$ cat config.mk
export PLATFORM = sky130hd
export DESIGN_NAME = sysref_pulse_gen_slip_control
export DESIGN_NICKNAME = d
export VERILOG_FILES = /design/src/hw/pulse_gen_pkg.sv /design/src/hw/slip_if.sv /design/src/hw/ref_pulse_timer.sv /design/src/hw/multislip_engine.sv /design/src/hw/sysref_pulse_gen_slip_control.sv
export VERILOG_INCLUDE_DIRS = /design/src /design/src/hw
export SDC_FILE = /design/constraint.sdc
export NUM_CORES = 1
export LEC_CHECK = 0
export ABC_AREA = 1
export BUFFER_PORTS_ARGS = -buffer_cell sky130_fd_sc_hd__buf_2
export CAP_MARGIN = 10
export CORE_ASPECT_RATIO = 1.2
export CORE_MARGIN = 1
export CORE_UTILIZATION = 64
export CTS_CLUSTER_DIAMETER = 150
export DETAILED_ROUTE_END_ITERATION = 6
export PLACE_DENSITY = 0.87
export REMOVE_ABC_BUFFERS = 1
export SETUP_SLACK_MARGIN = 0.05
export SLEW_MARGIN = 20
export SYNTH_ARGS = -nofsm -noshare
export SYNTH_HDL_FRONTEND = slang
export SYNTH_SLANG_ARGS = --single-unit
$ cat constraint.sdc
create_clock -name mclk -period 5.19 [get_ports mclk]
set_input_delay 1.038 -clock mclk [delete_from_list [all_inputs] [get_ports mclk]]
set_output_delay 1.038 -clock mclk [all_outputs]
set_load 0.01 [all_outputs]
$ cat src/hw/pulse_gen_cfg.svh
// Timing counts and field constants for the pulse generator / slip channel.
// Assumes mclk is the clock input and runs at the rate given below.
`ifndef PULSE_GEN_CFG_SVH
`define PULSE_GEN_CFG_SVH

// Clock period in nanoseconds
`define CLK_PERIOD_NS      50
// Time a single phase slip needs to settle, in nanoseconds
`define SLIP_TIME_NS       100
// Slip settle count, rounded up to whole cycles, never below one
`define SLIP_CYCLES        (((`SLIP_TIME_NS + `CLK_PERIOD_NS - 1) / `CLK_PERIOD_NS) > 0 ? \
                            ((`SLIP_TIME_NS + `CLK_PERIOD_NS - 1) / `CLK_PERIOD_NS) : 1)
// Clock input cycles from entering the start phase to the first pulse
`define START_DELAY_CYCLES 4
// Smallest divide ratio that dynamic launch supports
`define DYN_MIN_RATIO      12'h020
// Reset values
`define TIMER_RESET        12'h001
`define DIV_RESET          12'h000

`endif

$ cat src/hw/pulse_gen_pkg.sv
// Types shared by the pulse generator channel modules.
// Assumes nothing of its surroundings.
package pulse_gen_pkg;

    // Sequencer phases for enable, reset, start, run and stop
    typedef enum logic [2:0] {
        st_idle   = 3'b000,
        st_enable = 3'b001,
        st_reset  = 3'b010,
        st_start  = 3'b011,
        st_run    = 3'b100,
        st_stop   = 3'b101
    } seq_state_t;

endpackage

$ cat src/hw/slip_if.sv
// Link between the channel sequencer and the repeated slip engine.
// Assumes both ends run on the same clock.
`timescale 1ns/100ps
`default_nettype none

interface slip_if;
    logic        single_req; // One accepted broadcast slip request
    logic        multi_req;  // Automatic slip after sync or pulse start
    logic        repeat_en;  // Repeat each slip by the programmed count
    logic [11:0] count;      // Programmed repeat count
    logic        slip_pulse; // One cycle: hold the divider for one cycle
    logic        busy;       // Slip operations still pending

    // Engine side
    modport engine (input single_req, input multi_req, input repeat_en, input count,
                    output slip_pulse, output busy);
    // Sequencer side
    modport user (output single_req, output multi_req, output repeat_en, output count,
                  input slip_pulse, input busy);
endinterface

`default_nettype wire

$ cat src/hw/ref_pulse_timer.sv
// Free running reference pulse timer producing one tick per programmed period.
// Assumes the period input is held steady between host updates.
`timescale 1ns/100ps
`default_nettype none
`include "pulse_gen_cfg.svh"

module ref_pulse_timer (
    input  wire logic        mclk,
    input  wire logic        nrst,
    input  wire logic [11:0] ref_pulse_timer_period, // Period in clock input cycles
    output logic             tick                    // One cycle per period
);
    logic [11:0] cnt;      // Cycle position within the period
    logic [11:0] next_cnt; // Next position
    logic        next_tick;

    // Count up to the period; zero behaves like one to avoid a stuck timer
    always_comb begin
        next_tick = (cnt >= ref_pulse_timer_period);
        next_cnt  = next_tick ? `TIMER_RESET : 12'(cnt + 12'h001);
    end

    // Register only
    always_ff @(posedge mclk or negedge nrst) begin
        if (!nrst) begin
            cnt  <= `TIMER_RESET;
            tick <= 1'b0;
        end else begin
            cnt  <= next_cnt;
            tick <= next_tick;
        end
    end
endmodule

`default_nettype wire

$ cat src/hw/multislip_engine.sv
// Repeated slip engine: turns slip requests into spaced one-cycle slip pulses.
// Assumes requests are one-cycle pulses from the sequencer.
`timescale 1ns/100ps
`default_nettype none
`include "pulse_gen_cfg.svh"

module multislip_engine (
    input  wire logic mclk,
    input  wire logic nrst,
    slip_if.engine    sif
);
    localparam int SLIP_CYC = `SLIP_CYCLES;

    logic [11:0] remaining;      // Slips still to issue
    logic [11:0] next_remaining;
    logic [7:0]  gap;            // Settle time left for the last slip
    logic [7:0]  next_gap;
    logic        pulse;
    logic        next_pulse;

    // Load on request when idle, then issue one slip every settle count plus one cycles
    always_comb begin
        next_remaining = remaining;
        next_gap       = (gap != 8'h00) ? 8'(gap - 8'h01) : 8'h00;
        next_pulse     = 1'b0;
        if (remaining == 12'h000 && gap == 8'h00) begin
            // A zero count with repeat set simply issues nothing
            if (sif.multi_req || (sif.single_req && sif.repeat_en)) begin
                next_remaining = sif.count;
            end else if (sif.single_req) begin
                next_remaining = 12'h001;
            end
        end else if (remaining != 12'h000 && gap == 8'h00) begin
            next_pulse     = 1'b1;
            next_remaining = 12'(remaining - 12'h001);
            next_gap       = 8'(SLIP_CYC);
        end
    end

    // Register only; requests arriving while busy are dropped
    always_ff @(posedge mclk or negedge nrst) begin
        if (!nrst) begin
            remaining <= 12'h000;
            gap       <= 8'h00;
            pulse     <= 1'b0;
        end else begin
            remaining <= next_remaining;
            gap       <= next_gap;
            pulse     <= next_pulse;
        end
    end

    assign sif.slip_pulse = pulse;
    assign sif.busy       = (remaining != 12'h000) || (gap != 8'h00) || pulse;
endmodule

`default_nettype wire

$ cat src/hw/sysref_pulse_gen_slip_control.sv
// One output divider channel with its pulse generator sequencer and slip control.
// Assumes the host keeps settings legal; all inputs synchronous to mclk.
`timescale 1ns/100ps
`default_nettype none
`include "pulse_gen_cfg.svh"

// Function
// - Buffer follows channel enable when not dynamic
// - Dynamic control powers buffer only during events
// - Idle-low select drives zero between chains when dynamic control is off
// - Idle-low clear leaves output undriven between chains
// - Repeat slip starts after sync and launch
// - Each slip event repeats the programmed count
// - Alarm shows all phase operations completed
// - Timer period set by 12-bit value
// - Sequencer enables, resets, starts, then disables dividers
// - Pulse chains measured in timer periods
// - Stream starts fixed cycles after start phase
// - Stop forces path zero straight from sequencer
// - Dynamic launch needs divide ratio above 31
// - Broadcast slips only with slip accept
// - Sync rephase with phase-align accept, and always in dynamic mode
module sysref_pulse_gen_slip_control #(
    parameter int START_DELAY = `START_DELAY_CYCLES // Cycles from start phase to first pulse
) (
    input  wire logic        mclk,                   // Clock input
    input  wire logic        nrst,                   // Asynchronous reset, active low
    input  wire logic        chan_enable,            // Main channel enable
    input  wire logic        pulse_mode,             // Start-up mode is pulse generator
    input  wire logic        dyn_buf_ctrl,           // Buffer powered only outside idle in dynamic mode
    input  wire logic        idle_low,               // Drive zero between pulse chains when dyn_buf_ctrl is low
    input  wire logic        slip_accept,            // Act on broadcast slips
    input  wire logic        sync_accept,            // Act on sync rephase
    input  wire logic        repeat_slip_en,         // Repeat slips by count
    input  wire logic [11:0] repeat_slip_count,      // Repeat count
    input  wire logic [11:0] ref_pulse_timer_period, // Timer period in cycles
    input  wire logic [11:0] divider_ratio,          // Channel divide ratio
    input  wire logic [7:0]  pulse_periods,          // Chain length in timer periods
    input  wire logic        sync_req,               // Sync request pulse
    input  wire logic        pulse_req,              // Pulse generator request pulse
    input  wire logic        spi_slip_req,           // Register slip request pulse
    input  wire logic        general_input_pin,      // Pin slip request pulse
    output logic             clk_out,                // Channel output level
    output logic             out_oe,                 // Output actively driven
    output logic             buf_en,                 // Output buffer powered
    output logic             phase_done,             // All phase operations complete
    output logic             timer_tick              // Registered timer tick
);
    import pulse_gen_pkg::*;

    // Elaboration check on the start delay
    generate
        if (START_DELAY < 1 || START_DELAY > 255) begin : g_bad_delay
            $error("START_DELAY must be 1 to 255");
        end
    endgenerate

    slip_if sif ();

    logic        tick;            // Raw timer tick
    seq_state_t  state;           // Sequencer phase
    seq_state_t  next_state;
    logic        is_pulse;        // Current sequence is a pulse chain
    logic        next_is_pulse;
    logic [7:0]  phase_cnt;       // Start delay or run period counter
    logic [7:0]  next_phase_cnt;
    logic [11:0] div_cnt;         // Divider position
    logic [11:0] next_div_cnt;
    logic        next_clk_out;
    logic        next_out_oe;
    logic        next_buf_en;
    logic        next_phase_done;
    logic        dyn_mode;        // Pulse mode with a supported ratio
    logic        div_active;      // Divider powered and counting
    logic        stream_on;       // Pulse stream released
    logic        start_done;      // Start delay elapsed this cycle
    logic        launch;          // Leaving the start phase
    logic [7:0]  run_len;         // Chain length, zero taken as one

    ref_pulse_timer u_timer (
        .mclk                   (mclk),
        .nrst                   (nrst),
        .ref_pulse_timer_period (ref_pulse_timer_period),
        .tick                   (tick)
    );

    multislip_engine u_slip (
        .mclk (mclk),
        .nrst (nrst),
        .sif  (sif)
    );

    // Small ratios cannot power cycle in time, so they run as normal mode
    assign dyn_mode   = pulse_mode && (divider_ratio >= `DYN_MIN_RATIO);
    assign start_done = (state == st_start) && (phase_cnt >= 8'(START_DELAY - 1));
    assign launch     = start_done;
    assign run_len    = (pulse_periods == 8'h00) ? 8'h01 : pulse_periods;

    // Slip request routing into the engine
    always_comb begin
        sif.single_req = slip_accept && (spi_slip_req || general_input_pin);
        sif.multi_req  = slip_accept && repeat_slip_en && launch;
        sif.repeat_en  = repeat_slip_en;
        sif.count      = repeat_slip_count;
    end

    // Sequencer next state; phases advance on timer ticks except idle and start
    always_comb begin
        next_state     = state;
        next_is_pulse  = is_pulse;
        next_phase_cnt = phase_cnt;
        case (state)
            st_idle: begin
                // Pulse request wins over a simultaneous sync
                if (pulse_req || sync_req) begin
                    next_state    = st_enable;
                    next_is_pulse = pulse_req;
                end
            end
            st_enable: begin
                if (tick) begin
                    next_state = st_reset;
                end
            end
            st_reset: begin
                if (tick) begin
                    next_state     = st_start;
                    next_phase_cnt = 8'h00;
                end
            end
            st_start: begin
                // Fixed delay in clock input cycles, not timer periods
                if (start_done) begin
                    next_state     = is_pulse ? st_run : st_idle;
                    next_phase_cnt = 8'h00;
                end else begin
                    next_phase_cnt = 8'(phase_cnt + 8'h01);
                end
            end
            st_run: begin
                if (tick) begin
                    if (phase_cnt >= 8'(run_len - 8'h01)) begin
                        next_state = st_stop;
                    end else begin
                        next_phase_cnt = 8'(phase_cnt + 8'h01);
                    end
                end
            end
            st_stop: begin
                if (tick) begin
                    next_state = st_idle;
                end
            end
            default: begin
                next_state = st_idle;
            end
        endcase
    end

    // Sequencer registers
    always_ff @(posedge mclk or negedge nrst) begin
        if (!nrst) begin
            state     <= st_idle;
            is_pulse  <= 1'b0;
            phase_cnt <= 8'h00;
        end else begin
            state     <= next_state;
            is_pulse  <= next_is_pulse;
            phase_cnt <= next_phase_cnt;
        end
    end

    // Divider power and pulse release; the stop gate is plain logic on state
    always_comb begin
        div_active = chan_enable &&
                     (!dyn_mode || (state != st_idle && state != st_stop));
        stream_on  = !dyn_mode || (state == st_run) || start_done;
    end

    // Divider count with rephase and slip hold
    always_comb begin
        if (!div_active) begin
            next_div_cnt = `DIV_RESET;
        end else if (state == st_reset && (sync_accept || dyn_mode)) begin
            next_div_cnt = `DIV_RESET;
        end else if (sif.slip_pulse) begin
            // Holding one cycle shifts phase by one clock input cycle
            next_div_cnt = div_cnt;
        end else if (div_cnt >= 12'(divider_ratio - 12'h001)) begin
            next_div_cnt = `DIV_RESET;
        end else begin
            next_div_cnt = 12'(div_cnt + 12'h001);
        end
    end

    // Output stage; no extra retime stage after the stop gate
    always_comb begin
        next_clk_out = div_active && stream_on && (div_cnt < (divider_ratio >> 1));
        if (dyn_buf_ctrl && dyn_mode) begin
            next_buf_en = chan_enable && (state != st_idle);
        end else begin
            next_buf_en = chan_enable;
        end
        // Between chains drive zero only when idle-low is chosen
        next_out_oe = next_buf_en && (!dyn_mode || stream_on || idle_low);
        // Done only when the engine is empty and no slip is being requested
        next_phase_done = !sif.busy && (state == st_idle) &&
                          !sif.single_req && !sif.multi_req;
    end

    // Divider and output registers
    always_ff @(posedge mclk or negedge nrst) begin
        if (!nrst) begin
            div_cnt    <= `DIV_RESET;
            clk_out    <= 1'b0;
            out_oe     <= 1'b0;
            buf_en     <= 1'b0;
            phase_done <= 1'b0;
            timer_tick <= 1'b0;
        end else begin
            div_cnt    <= next_div_cnt;
            clk_out    <= next_clk_out;
            out_oe     <= next_out_oe;
            buf_en     <= next_buf_en;
            phase_done <= next_phase_done;
            timer_tick <= tick;
        end
    end
endmodule

`default_nettype wire

==> run_results.csv, run 1 <==
group,metric,value,unit
outcome,status,"finished clean",
die,placement_rows,34,
timing,fin_setup_tns,0,ps
logic_synthesis,count_of_yosys_warnings_during_synthesis,0,
clock_tree,ctsHoldBuffers,0,
detailed_routing,route.final.wire_length,11.0,mm
clock_tree,clk_root_buffer_cell,"clkbuf_8",
finish,post-route-util,76.2,%
clock_tree,cts_buffer_depth,2,
logic_synthesis,syn-mean-instance-area,7.19,um2
pwr,p_per_area,298,mW/mm2
worst_setup_path,critical_path.endpoint_type,"flip-flop",
finish,syn_to_final_growth,12.7,%
timing,hold_viol,0,
die,placeable_core_region,0.00740,mm2
global_routing,first_global_vias,4687,
die,floorplan.initialDensity,67.6,%
detailed_routing,drt.antenna.violating_nets,0,
pwr,power.ir.vdd_worst,320,uV
timing,grt_setup_unrepaired,"false",
finish,multi_input_comb_area,0.00300,mm2
job,max-cap-violations,0,
logic_synthesis,count_of_flip_flops_with_a_built_in_enable_after_synthesis,0,
logic_synthesis,synthFlopType,"dfrtp_1",
die,die_height,98.8,um
min_path,hold_path_class,"flip-flop to flip-flop",
placement,port_buffers,61,
placement,gp_congestion,0.899,
timing,setup_viol,0,
pwr,overall_power,0.00168,W
finish,nets,872,
clock_tree,cts_tree,"done",
logic_synthesis,synth-seq-cells,63,
worst_setup_path,crit_type,"input pin to flip-flop",
clock_tree,clock_buffer_count_from_cts,9,
finish,num_antenna_cells,0,
worst_setup_path,ff2ff_setup_slack,2850,ps
worst_setup_path,r2r_start,"phase_cnt[0]$_DFFE_PN0P_",
die,pin_count,62,
placement,dp_hpwl,8.20,mm
worst_setup_path,reg2regPathDepth,9,
global_routing,maximum_number_of_pins_on_one_net_before_global_route_repair,64,
detailed_routing,viasPerCell,5.59,
die,design.die.area,0.00817,mm2
detailed_routing,detail_route.first_pass.iterations,4,
global_routing,groute.usage.overall,29.8,%
clock_tree,cts.sinks,63,
logic_synthesis,post_synth_instance_area,0.00500,mm2
timing,highest_clock_rate,0.302,GHz
finish,post_route_cells_drive_above_1_share,13.0,%
clock_tree,postCtsSetupBuffers,0,
min_path,min-delay-start,"u_timer.tick$_DFF_PN0_",
timing,period_needed,3310,ps
timing,timing.final.max_slew_violations,0,
worst_setup_path,timing.critical_path.from_type,"input pin",
finish,layout.filler_cells,567,
global_routing,grt_overflow_total,0,
clock_tree,cts_resized,0,
detailed_routing,drt-met1-wl,4.75,mm
clock_tree,clk_latency,350,ps
worst_setup_path,critical_path_launch_point,"divider_ratio[0]",
timing,layout_worst_path_cycle_share,63.9,%
clock_tree,cts-htree-levels,3,
timing,timing_worst_slew_pin_value,789,ps
worst_setup_path,required_time_at_the_worst_slack_endpoint,5480,ps
detailed_routing,route.met2.wl,5.43,mm
logic_synthesis,synthDistinctLibCells,35,
worst_setup_path,worst_setup_path_endpoint,"div_cnt[10]$_DFFE_PN0P_",
detailed_routing,detail_route.drc_violations,0,
logic_synthesis,synth_cells,696,
finish,seq_area,0.00158,mm2
logic_synthesis,yosysSeqAreaShare,31.5,%
timing,worst_clock_skew,11.9,ps
die,chipWidth,82.7,um
worst_setup_path,arrival,3600,ps
pwr,leakage,3.10,nW
detailed_routing,detailroute.wirelength.met3,606,um
logic_synthesis,async_flop_share,100,%
global_routing,first_pass_grt_wire_length,18.9,mm
worst_setup_path,reg2reg_to,"u_slip.remaining[6]$_DFFE_PN0P_",
worst_setup_path,crit_path_max_fanout,7,
global_routing,antenna_found_initial,0,
detailed_routing,route.top_layer_used,"met4",
clock_tree,path_clk_slew,70,ps
detailed_routing,detailroute.via_count,4798,
detailed_routing,wire_length_per_cell_after_detailed_routing,12.8,um
timing,maxSlewHeadroom,47.4,%
detailed_routing,detailedRoute.firstIterationViolations,286,
Yosys cell counts, types with 2 or more instances:
cell type,number,area [um2]
nand2_2,5,31.3
ha_1,51,638
o21ai_0,20,100
inv_1,96,360
xnor2_1,13,114
nor4_1,4,25.0
nand2_1,178,668
inv_2,6,22.5
nand3_1,63,315
nand4_1,21,131
or2_2,2,12.5
nor2_1,66,248
xor2_1,30,263
nor3_1,21,105
a31oi_1,3,18.8
o31ai_1,2,15.0
a21oi_1,26,130
o21bai_1,2,15.0
nand3_2,2,20.0
buf_4,2,15.0
nor2_2,3,18.8
dfrtp_1,62,1550
nand3b_1,6,45.0
sequential cells by signal (all words and copies together) (netlist names):
name	flops
phase_done	1
phase_cnt	8
div_cnt	12
timer_tick	1
buf_en	1
is_pulse	1
u_timer.cnt	12
out_oe	1
u_slip.sif.slip_pulse	1
u_slip.remaining	12
clk_out	1
u_timer.tick	1
state	3
u_slip.gap	8
cell families after synthesis:
group           share of synthesized area, %
simple gates                            33.3
flops                                   31.5
compound gates                          6.43
xor+xnor                                7.53
fa+ha+maj                               12.8
buf+inv                                 8.43
critical path: stages:
cell	delay, ps
buf_2	90
inv_1	110
nand3_1	140
nor3_1	290
nand3_1	200
nor3_1	250
xor2_1	200
ha_1	260
nand2_1	60
nand2_1	50
a21oi_1	120
nand4_1	270
nor2_2	330
nand3_1	100
nand2_1	70
worst min path at each step:
stage                     slack [ps]  cells after the start                   end
after CTS                        410                      0  timer_tick$_DFF_PN0_
after global routing             420                      0  timer_tick$_DFF_PN0_
after detailed placement         390                      0  timer_tick$_DFF_PN0_
final                            410                      0  timer_tick$_DFF_PN0_
after global placement           390                      0  timer_tick$_DFF_PN0_
after floorplan                  350                      0  timer_tick$_DFF_PN0_
placed cells by master, fill, tap and decap left out, types with 2 or more instances in the layout:
master	n
xnor2_1	13
inv_1	96
xor2_1	30
inv_2	6
bufinv_16	3
nand2_2	5
nor4_1	4
nor3_1	21
nor2_2	3
o31ai_1	2
nand3_2	2
dfrtp_1	62
ha_1	51
clkbuf_8	10
nand3_1	63
o21ai_0	20
clkinvlp_4	2
nand2_1	178
nor2_1	66
a21oi_1	26
o21bai_1	2
buf_2	61
nand3b_1	6
or2_2	2
nand4_1	21
a31oi_1	3
routing by layer:
metal	vias up	GRT usage (%)
met5	-	0
met1	2215	33.8
met4	0	11.9
met3	23	5.93
li1	2395	-
met2	165	53.2
where the power goes:
group | leakage [nW] | switching [W] | internal (W)
Sequential | 0.811 | 0.0000770 | 0.000557
Clock | 0.116 | 0.000196 | 0.000332
Combinational | 2.17 | 0.000330 | 0.000190
layout make-up:
type | count | share of cell area, %
Clock buffer | 11 | 2.51
Clock inverter | 5 | 1.86
Inverter | 103 | 6.86
Multi-Input combinational cell | 525 | 53.3
Sequential cell | 63 | 28.0
Tap cell | 90 | 2.00
Timing Repair Buffer | 62 | 5.55
per-stage QoR:
| stage | setup slack (ps) | hold WS [ps] | std cells | area [um2] |
|---|---|---|---|---|
| 2_1_floorplan | 2050 | 354 | 691 | 4970 |
| 3_3_place_gp | 1680 | 386 | 843 | 5390 |
| 3_5_place_dp | 1570 | 388 | 843 | 5390 |
| 4_1_cts | 1920 | 405 | 859 | 5640 |
| 5_1_grt | 1540 | 422 | 859 | 5640 |
| 6_report | 1880 | 406 | 859 | 5640 |
No activity file was read; power rests on OpenSTA's default activity.
==> inputs of run 2 (changes only) <==
CORE_UTILIZATION = 54   (was 64)
PLACE_DENSITY = 0.78   (was 0.87)
clock period = 2.7 ns   (was 5.19 ns; I/O delays follow)
==> run 2 against run 1 <==
Compared with the run above:
- global-route usage shrank 5.2 points
- routed wire length is essentially flat
- critical path type unchanged
- critical path depth is the same
- non-clock buffer count grew 22
- highest routed layer unchanged
==> run_results.csv, run 2 (synthesis gave the netlist of run 1 again) <==
group,metric,value,unit
outcome,status,"finished clean",
finish,post_route_cells_drive_above_1_share,15.8,%
timing,period_needed,2460,ps
die,placement_rows,38,
timing,layout_worst_path_cycle_share,91.0,%
global_routing,antenna_found_initial,0,
timing,hold_viol,0,
global_routing,grt.met3_usage,4.45,%
placement,port_buffers,61,
timing,timing.final.max_slew_violations,0,
clock_tree,cts_resized,0,
worst_setup_path,arrival,2730,ps
die,design.die.area,0.00965,mm2
detailed_routing,viasPerCell,5.28,
pwr,power.ir.vdd_worst,374,uV
global_routing,first_pass_grt_wire_length,19.4,mm
global_routing,grt_overflow_total,0,
die,pin_count,62,
timing,highest_clock_rate,0.407,GHz
finish,syn_to_final_growth,15.9,%
worst_setup_path,required_time_at_the_worst_slack_endpoint,2970,ps
detailed_routing,wire_length_per_cell_after_detailed_routing,12.1,um
placement,dp_hpwl,8.79,mm
timing,finalWorstSetupSlack,244,ps
worst_setup_path,ff2ff_setup_slack,670,ps
detailed_routing,route.final.wire_length,11.0,mm
clock_tree,clk_latency,340,ps
finish,layout.filler_cells,827,
clock_tree,clock_buffer_count_from_cts,9,
timing,finalHoldWorstSlack,193,ps
worst_setup_path,crit_path_cell_trace,"buf_2, inv_1, nand3_1, nor3_2, nand3_2, nor3_2, xor2_1, ha_1, nand2_1, inv_1, a21oi_1, nand4_1, nor2_2, nand3_1, nand2_1",
die,chipWidth,89.9,um
clock_tree,clk_root_buffer_cell,"clkbuf_8",
clock_tree,path_clk_slew,60,ps
timing,timing_worst_slew_pin_value,566,ps
finish,num_antenna_cells,0,
placement,gp_congestion,0.971,
finish,reg_top3,"div_cnt: 12 flops, u_slip.remaining: 12 flops, u_timer.cnt: 12 flops",
detailed_routing,detail_route.drc_violations,0,
timing,grt_setup_unrepaired,"true",
min_path,hold_path_class,"input pin to async pin",
clock_tree,cts-htree-levels,3,
detailed_routing,detailroute.via_count,4813,
pwr,p_per_area,500,mW/mm2
timing,setup_viol,0,
global_routing,met1_usage,29.5,%
job,max-cap-violations,0,
die,die_height,107,um
worst_setup_path,timing.critical_path.from_type,"input pin",
pwr,leakage,3.19,nW
die,floorplan.initialDensity,55.4,%
detailed_routing,detail_route.first_pass.iterations,5,
global_routing,maximum_number_of_pins_on_one_net_before_global_route_repair,41,
timing,worst_clock_skew,7.71,ps
worst_setup_path,critical_path.endpoint_type,"flip-flop",
finish,nets,894,
global_routing,grt.busiest_layer,"met2",
timing,maxSlewHeadroom,62.2,%
worst_setup_path,reg2regPathDepth,9,
global_routing,first_global_vias,4614,
clock_tree,cts_buffer_depth,2,
worst_setup_path,cp_slowest_cell,"ha_1",
clock_tree,cts.sinks,63,
worst_setup_path,critical-path-max-stage-delay,260,ps
global_routing,groute.usage.overall,24.6,%
worst_setup_path,crit_path_max_fanout,6,
global_routing,grtUsageMet2,43.0,%
worst_setup_path,crit_type,"input pin to flip-flop",
timing,fin_setup_tns,0,ps
finish,post-route-util,64.2,%
detailed_routing,drt.antenna.violating_nets,0,
finish,layout_commonest_cell,"nand2_1",
clock_tree,postCtsSetupBuffers,0,
clock_tree,cts_tree,"done",
finish,mostFrequentLayoutCells,"177 x nand2_1, 96 x inv_1, 66 x nor2_1",
clock_tree,ctsHoldBuffers,0,
die,placeable_core_region,0.00903,mm2
placement,post-place-ws,-203,ps
detailed_routing,detailedRoute.firstIterationViolations,232,
[run 2: cell types whose count changed in the layout (fill, tap and decap cells not counted), moves of 2 or more]
cell / change
nor3_1: -4
clkbuf_1: +4
bufinv_16: -3
buf_4: +21
nor3_2: +4
clkinv_2: +2
clkinvlp_4: -2
[run 2: worst paths after layout]
path	startpoint	endpoint
max in group asynchronous	nrst	u_timer.cnt[0]$_DFF_PN1_
setup / recovery	divider_ratio[0]	div_cnt[1]$_DFFE_PN0P_
hold reg to reg	u_timer.tick$_DFF_PN0_	timer_tick$_DFF_PN0_
min in group mclk	u_timer.tick$_DFF_PN0_	timer_tick$_DFF_PN0_
setup reg to reg	u_slip.remaining[0]$_DFFE_PN0P_	u_slip.remaining[1]$_DFFE_PN0P_
hold / removal	nrst	phase_cnt[3]$_DFFE_PN0P_
[run 2: worst max-delay path: cells and delay by family]
family          cells  cell delay, ps
simple gates        9            1390
fa+ha+maj           1             260
buf+inv             3             220
xor+xnor            1             170
compound gates      1             140
[run 2: final cells by class]
class	instances	area, um2	share of cell area (%)
clock buffer	14	143	2.46
multi-input combinational	525	3040	52.4
timing repair buffer	84	490	8.46
inverter	103	387	6.67
tap	120	150	2.59
sequential	63	1580	27.2
clock inverter	2	10.0	0.173
[run 2: metrics by stage]
stage	cell area, um2	total power, W	cells
6_report	5800	0.00290	911
4_1_cts	5760	0.00293	911
3_5_place_dp	5610	0.00225	895
5_1_grt	5800	0.00315	911
3_3_place_gp	5610	0.00218	895
2_1_floorplan	4970	0.00193	691
[run 2: report_power, final]
part	internal, W	leakage, nW	switching, W
registers	0.00107	0.811	0.000155
logic	0.000385	2.30	0.000625
clock network	0.000332	0.0784	0.000333
total	0.00179	3.19	0.00111
[run 2: layer usage]
metal  part of all wire, %  vias to the layer above
met5                     0                        -
met4                   2.4                        0
met3                   4.9                       23
met2                    49                      144
met1                    43                     2204
li1                      -                     2442
==> inputs of run 3 (changes only) <==
CTS_CLUSTER_SIZE = 16   (was default)
GPL_TIMING_DRIVEN = 0   (was default)
REMOVE_ABC_BUFFERS = default   (was 1)
==> run 3 against run 2 <==
Compared with the run above:
- cell count down 1.6%
- total power rose by 2.3%
- sequential share of layout area is 0.41 points higher
- count of clock-buffer cells in the layout down 1
- critical path type unchanged
- first-iteration DRC count is 11% lower
- non-clock buffer count fell by 15
- routed wire length is 2.3% higher
- die area stayed put
- critical path depth grew 1
- via count is 0.77% lower
- sequential power hardly changed
- sequential cell count unchanged
==> run_results.csv, run 3 (synthesis gave the netlist of run 1 again) <==
group,metric,value,unit
outcome,status,"finished clean",
placement,post-place-ws,-584,ps
timing,timing.final.max_slew_violations,0,
timing,setup_viol,0,
worst_setup_path,critical-path-max-stage-delay,260,ps
worst_setup_path,crit_path_max_fanout,7,
worst_setup_path,critical_path.endpoint_type,"flip-flop",
detailed_routing,drt.antenna.violating_nets,0,
clock_tree,cts.sinks,63,
detailed_routing,detailedRoute.firstIterationViolations,206,
detailed_routing,detail_route.drc_violations,0,
finish,final_cell_area,0.00571,mm2
timing,finalHoldWorstSlack,89.9,ps
timing,highest_clock_rate,0.390,GHz
pwr,overall_power,0.00297,W
worst_setup_path,crit_type,"input pin to flip-flop",
detailed_routing,detail_route.first_pass.iterations,5,
job,max-cap-violations,0,
pwr,power.ir.vdd_worst,314,uV
worst_setup_path,required_time_at_the_worst_slack_endpoint,2980,ps
detailed_routing,route.final.wire_length,11.3,mm
placement,dp_hpwl,8.50,mm
pwr,p_per_area,519,mW/mm2
clock_tree,clock_buffer_count_from_cts,9,
timing,finalWorstSetupSlack,136,ps
global_routing,groute.usage.overall,24.3,%
timing,worst_clock_skew,10.4,ps
worst_setup_path,crit_path_cell_trace,"buf_2, inv_1, nand3_2, nor3_4, nand3_2, nor3_2, xor2_1, ha_1, nand2_1, inv_1, a21oi_1, nand4_1, buf_4, nor2_4, nand3_1, nand2_1",
clock_tree,ctsHoldBuffers,0,
detailed_routing,viasPerCell,5.33,
finish,layout_commonest_cell,"nand2_1",
clock_tree,path_clk_slew,70,ps
global_routing,maximum_number_of_pins_on_one_net_before_global_route_repair,42,
worst_setup_path,r2r_start,"u_timer.cnt[0]$_DFF_PN1_",
worst_setup_path,timing.critical_path.from_type,"input pin",
timing,hold_viol,0,
pwr,leakage,3.12,nW
timing,timing_worst_slew_pin_value,443,ps
worst_setup_path,cp_slowest_cell,"ha_1",
clock_tree,cts_tree,"done",
worst_setup_path,path_buf_inv,4,
die,design.die.area,0.00965,mm2
finish,nets,879,
min_path,hold_path_class,"input pin to async pin",
logic_synthesis,synthesis.nets,804,
global_routing,first_global_vias,4536,
finish,mostFrequentLayoutCells,"177 x nand2_1, 96 x inv_1, 65 x nor2_1",
placement,place.detailed.instances,878,
global_routing,grt_overflow_total,0,
detailed_routing,wire_length_per_cell_after_detailed_routing,12.6,um
finish,multi_input_comb_area,0.00305,mm2
clock_tree,clk_latency,340,ps
worst_setup_path,reg2regPathDepth,8,
finish,syn_to_final_growth,14.2,%
finish,reg_top3,"div_cnt: 12 flops, u_slip.remaining: 12 flops, u_timer.cnt: 12 flops",
global_routing,antenna_found_initial,0,
worst_setup_path,timing.critical_path.depth,16,
die,die_height,107,um
detailed_routing,detailroute.via_count,4776,
timing,grt_setup_unrepaired,"false",
finish,num_antenna_cells,0,
finish,finish.cell_count_without_fillers,896,
placement,dpl-instance-area,0.00548,mm2
worst_setup_path,reg2reg_to,"u_timer.cnt[9]$_DFF_PN0_",
clock_tree,cts_buffer_depth,2,
die,chipWidth,89.9,um
die,pin_count,62,
die,floorplan.initialDensity,55.4,%
finish,post_route_cells_drive_above_1_share,14.3,%
placement,port_buffers,61,
clock_tree,cts-htree-levels,3,
timing,layout_worst_path_cycle_share,95.0,%
worst_setup_path,cp_top_family,"simple AND/OR/NAND/NOR gates",
finish,seq_area,0.00158,mm2
global_routing,first_pass_grt_wire_length,19.2,mm
die,placement_rows,38,
worst_setup_path,ff2ff_setup_slack,720,ps
finish,layout.filler_cells,821,
worst_setup_path,arrival,2850,ps
placement,gp_congestion,0.963,
timing,maxSlewHeadroom,70.4,%
clock_tree,clk_root_buffer_cell,"clkbuf_8",
die,placeable_core_region,0.00903,mm2
timing,period_needed,2560,ps
-- run 3: worst max path at each step --
stage,start,endpoint,slack [ps]
4_1_cts,divider_ratio[0],div_cnt[10]$_DFFE_PN0P_,70
6_report,divider_ratio[0],div_cnt[10]$_DFFE_PN0P_,140
5_1_grt,divider_ratio[0],div_cnt[4]$_DFFE_PN0P_,10
2_1_floorplan,divider_ratio[0],div_cnt[9]$_DFFE_PN0P_,60
3_3_place_gp,divider_ratio[0],div_cnt[10]$_DFFE_PN0P_,-470
3_5_place_dp,divider_ratio[0],div_cnt[10]$_DFFE_PN0P_,-580
-- run 3: per-layer routing --
| layer | vias up | track usage, % | routed length (um) |
|---|---|---|---|
| li1 | 2413 | - | - |
| met1 | 2231 | 29.1 | 4940 |
| met2 | 120 | 44.5 | 5710 |
| met3 | 12 | 3.18 | 476 |
| met4 | 0 | 8.99 | 139 |
| met5 | - | 0 | 0 |
-- run 3: report_power, final --
group	switching (W)	leakage (nW)	internal (W)	total [W]
registers	0.000152	0.811	0.00107	0.00122
logic	0.000649	2.23	0.000380	0.00103
clock network	0.000356	0.0796	0.000358	0.000713
total	0.00116	3.12	0.00181	0.00297
-- run 3: per-stage QoR --
| step | util [%] | setup TNS [ps] |
|---|---|---|
| 6_report | 63.2 | 0 |
| 2_1_floorplan | - | 0 |
| 3_5_place_dp | 60.7 | -8470 |
| 5_1_grt | 63.2 | 0 |
| 3_3_place_gp | 60.4 | -6190 |
| 4_1_cts | 62.8 | 0 |
-- run 3: layout make-up --
cell class | instances | share of cell area, %
buffer | 5 | 0.613
clock buffer | 13 | 2.61
clock inverter | 3 | 0.351
inverter | 103 | 6.77
multi-input combinational | 525 | 53.4
sequential | 63 | 27.6
tap | 120 | 2.63
timing repair buffer | 64 | 6.00
-- run 3: timing repair --
item / 4_1_cts / 5_1_grt
cloned: 0 / 0
setup buffers: 1 / 1
endpoints found under the setup margin: 20 / 22
pin swaps: 1 / 3
gates resized for setup: 3 / 7
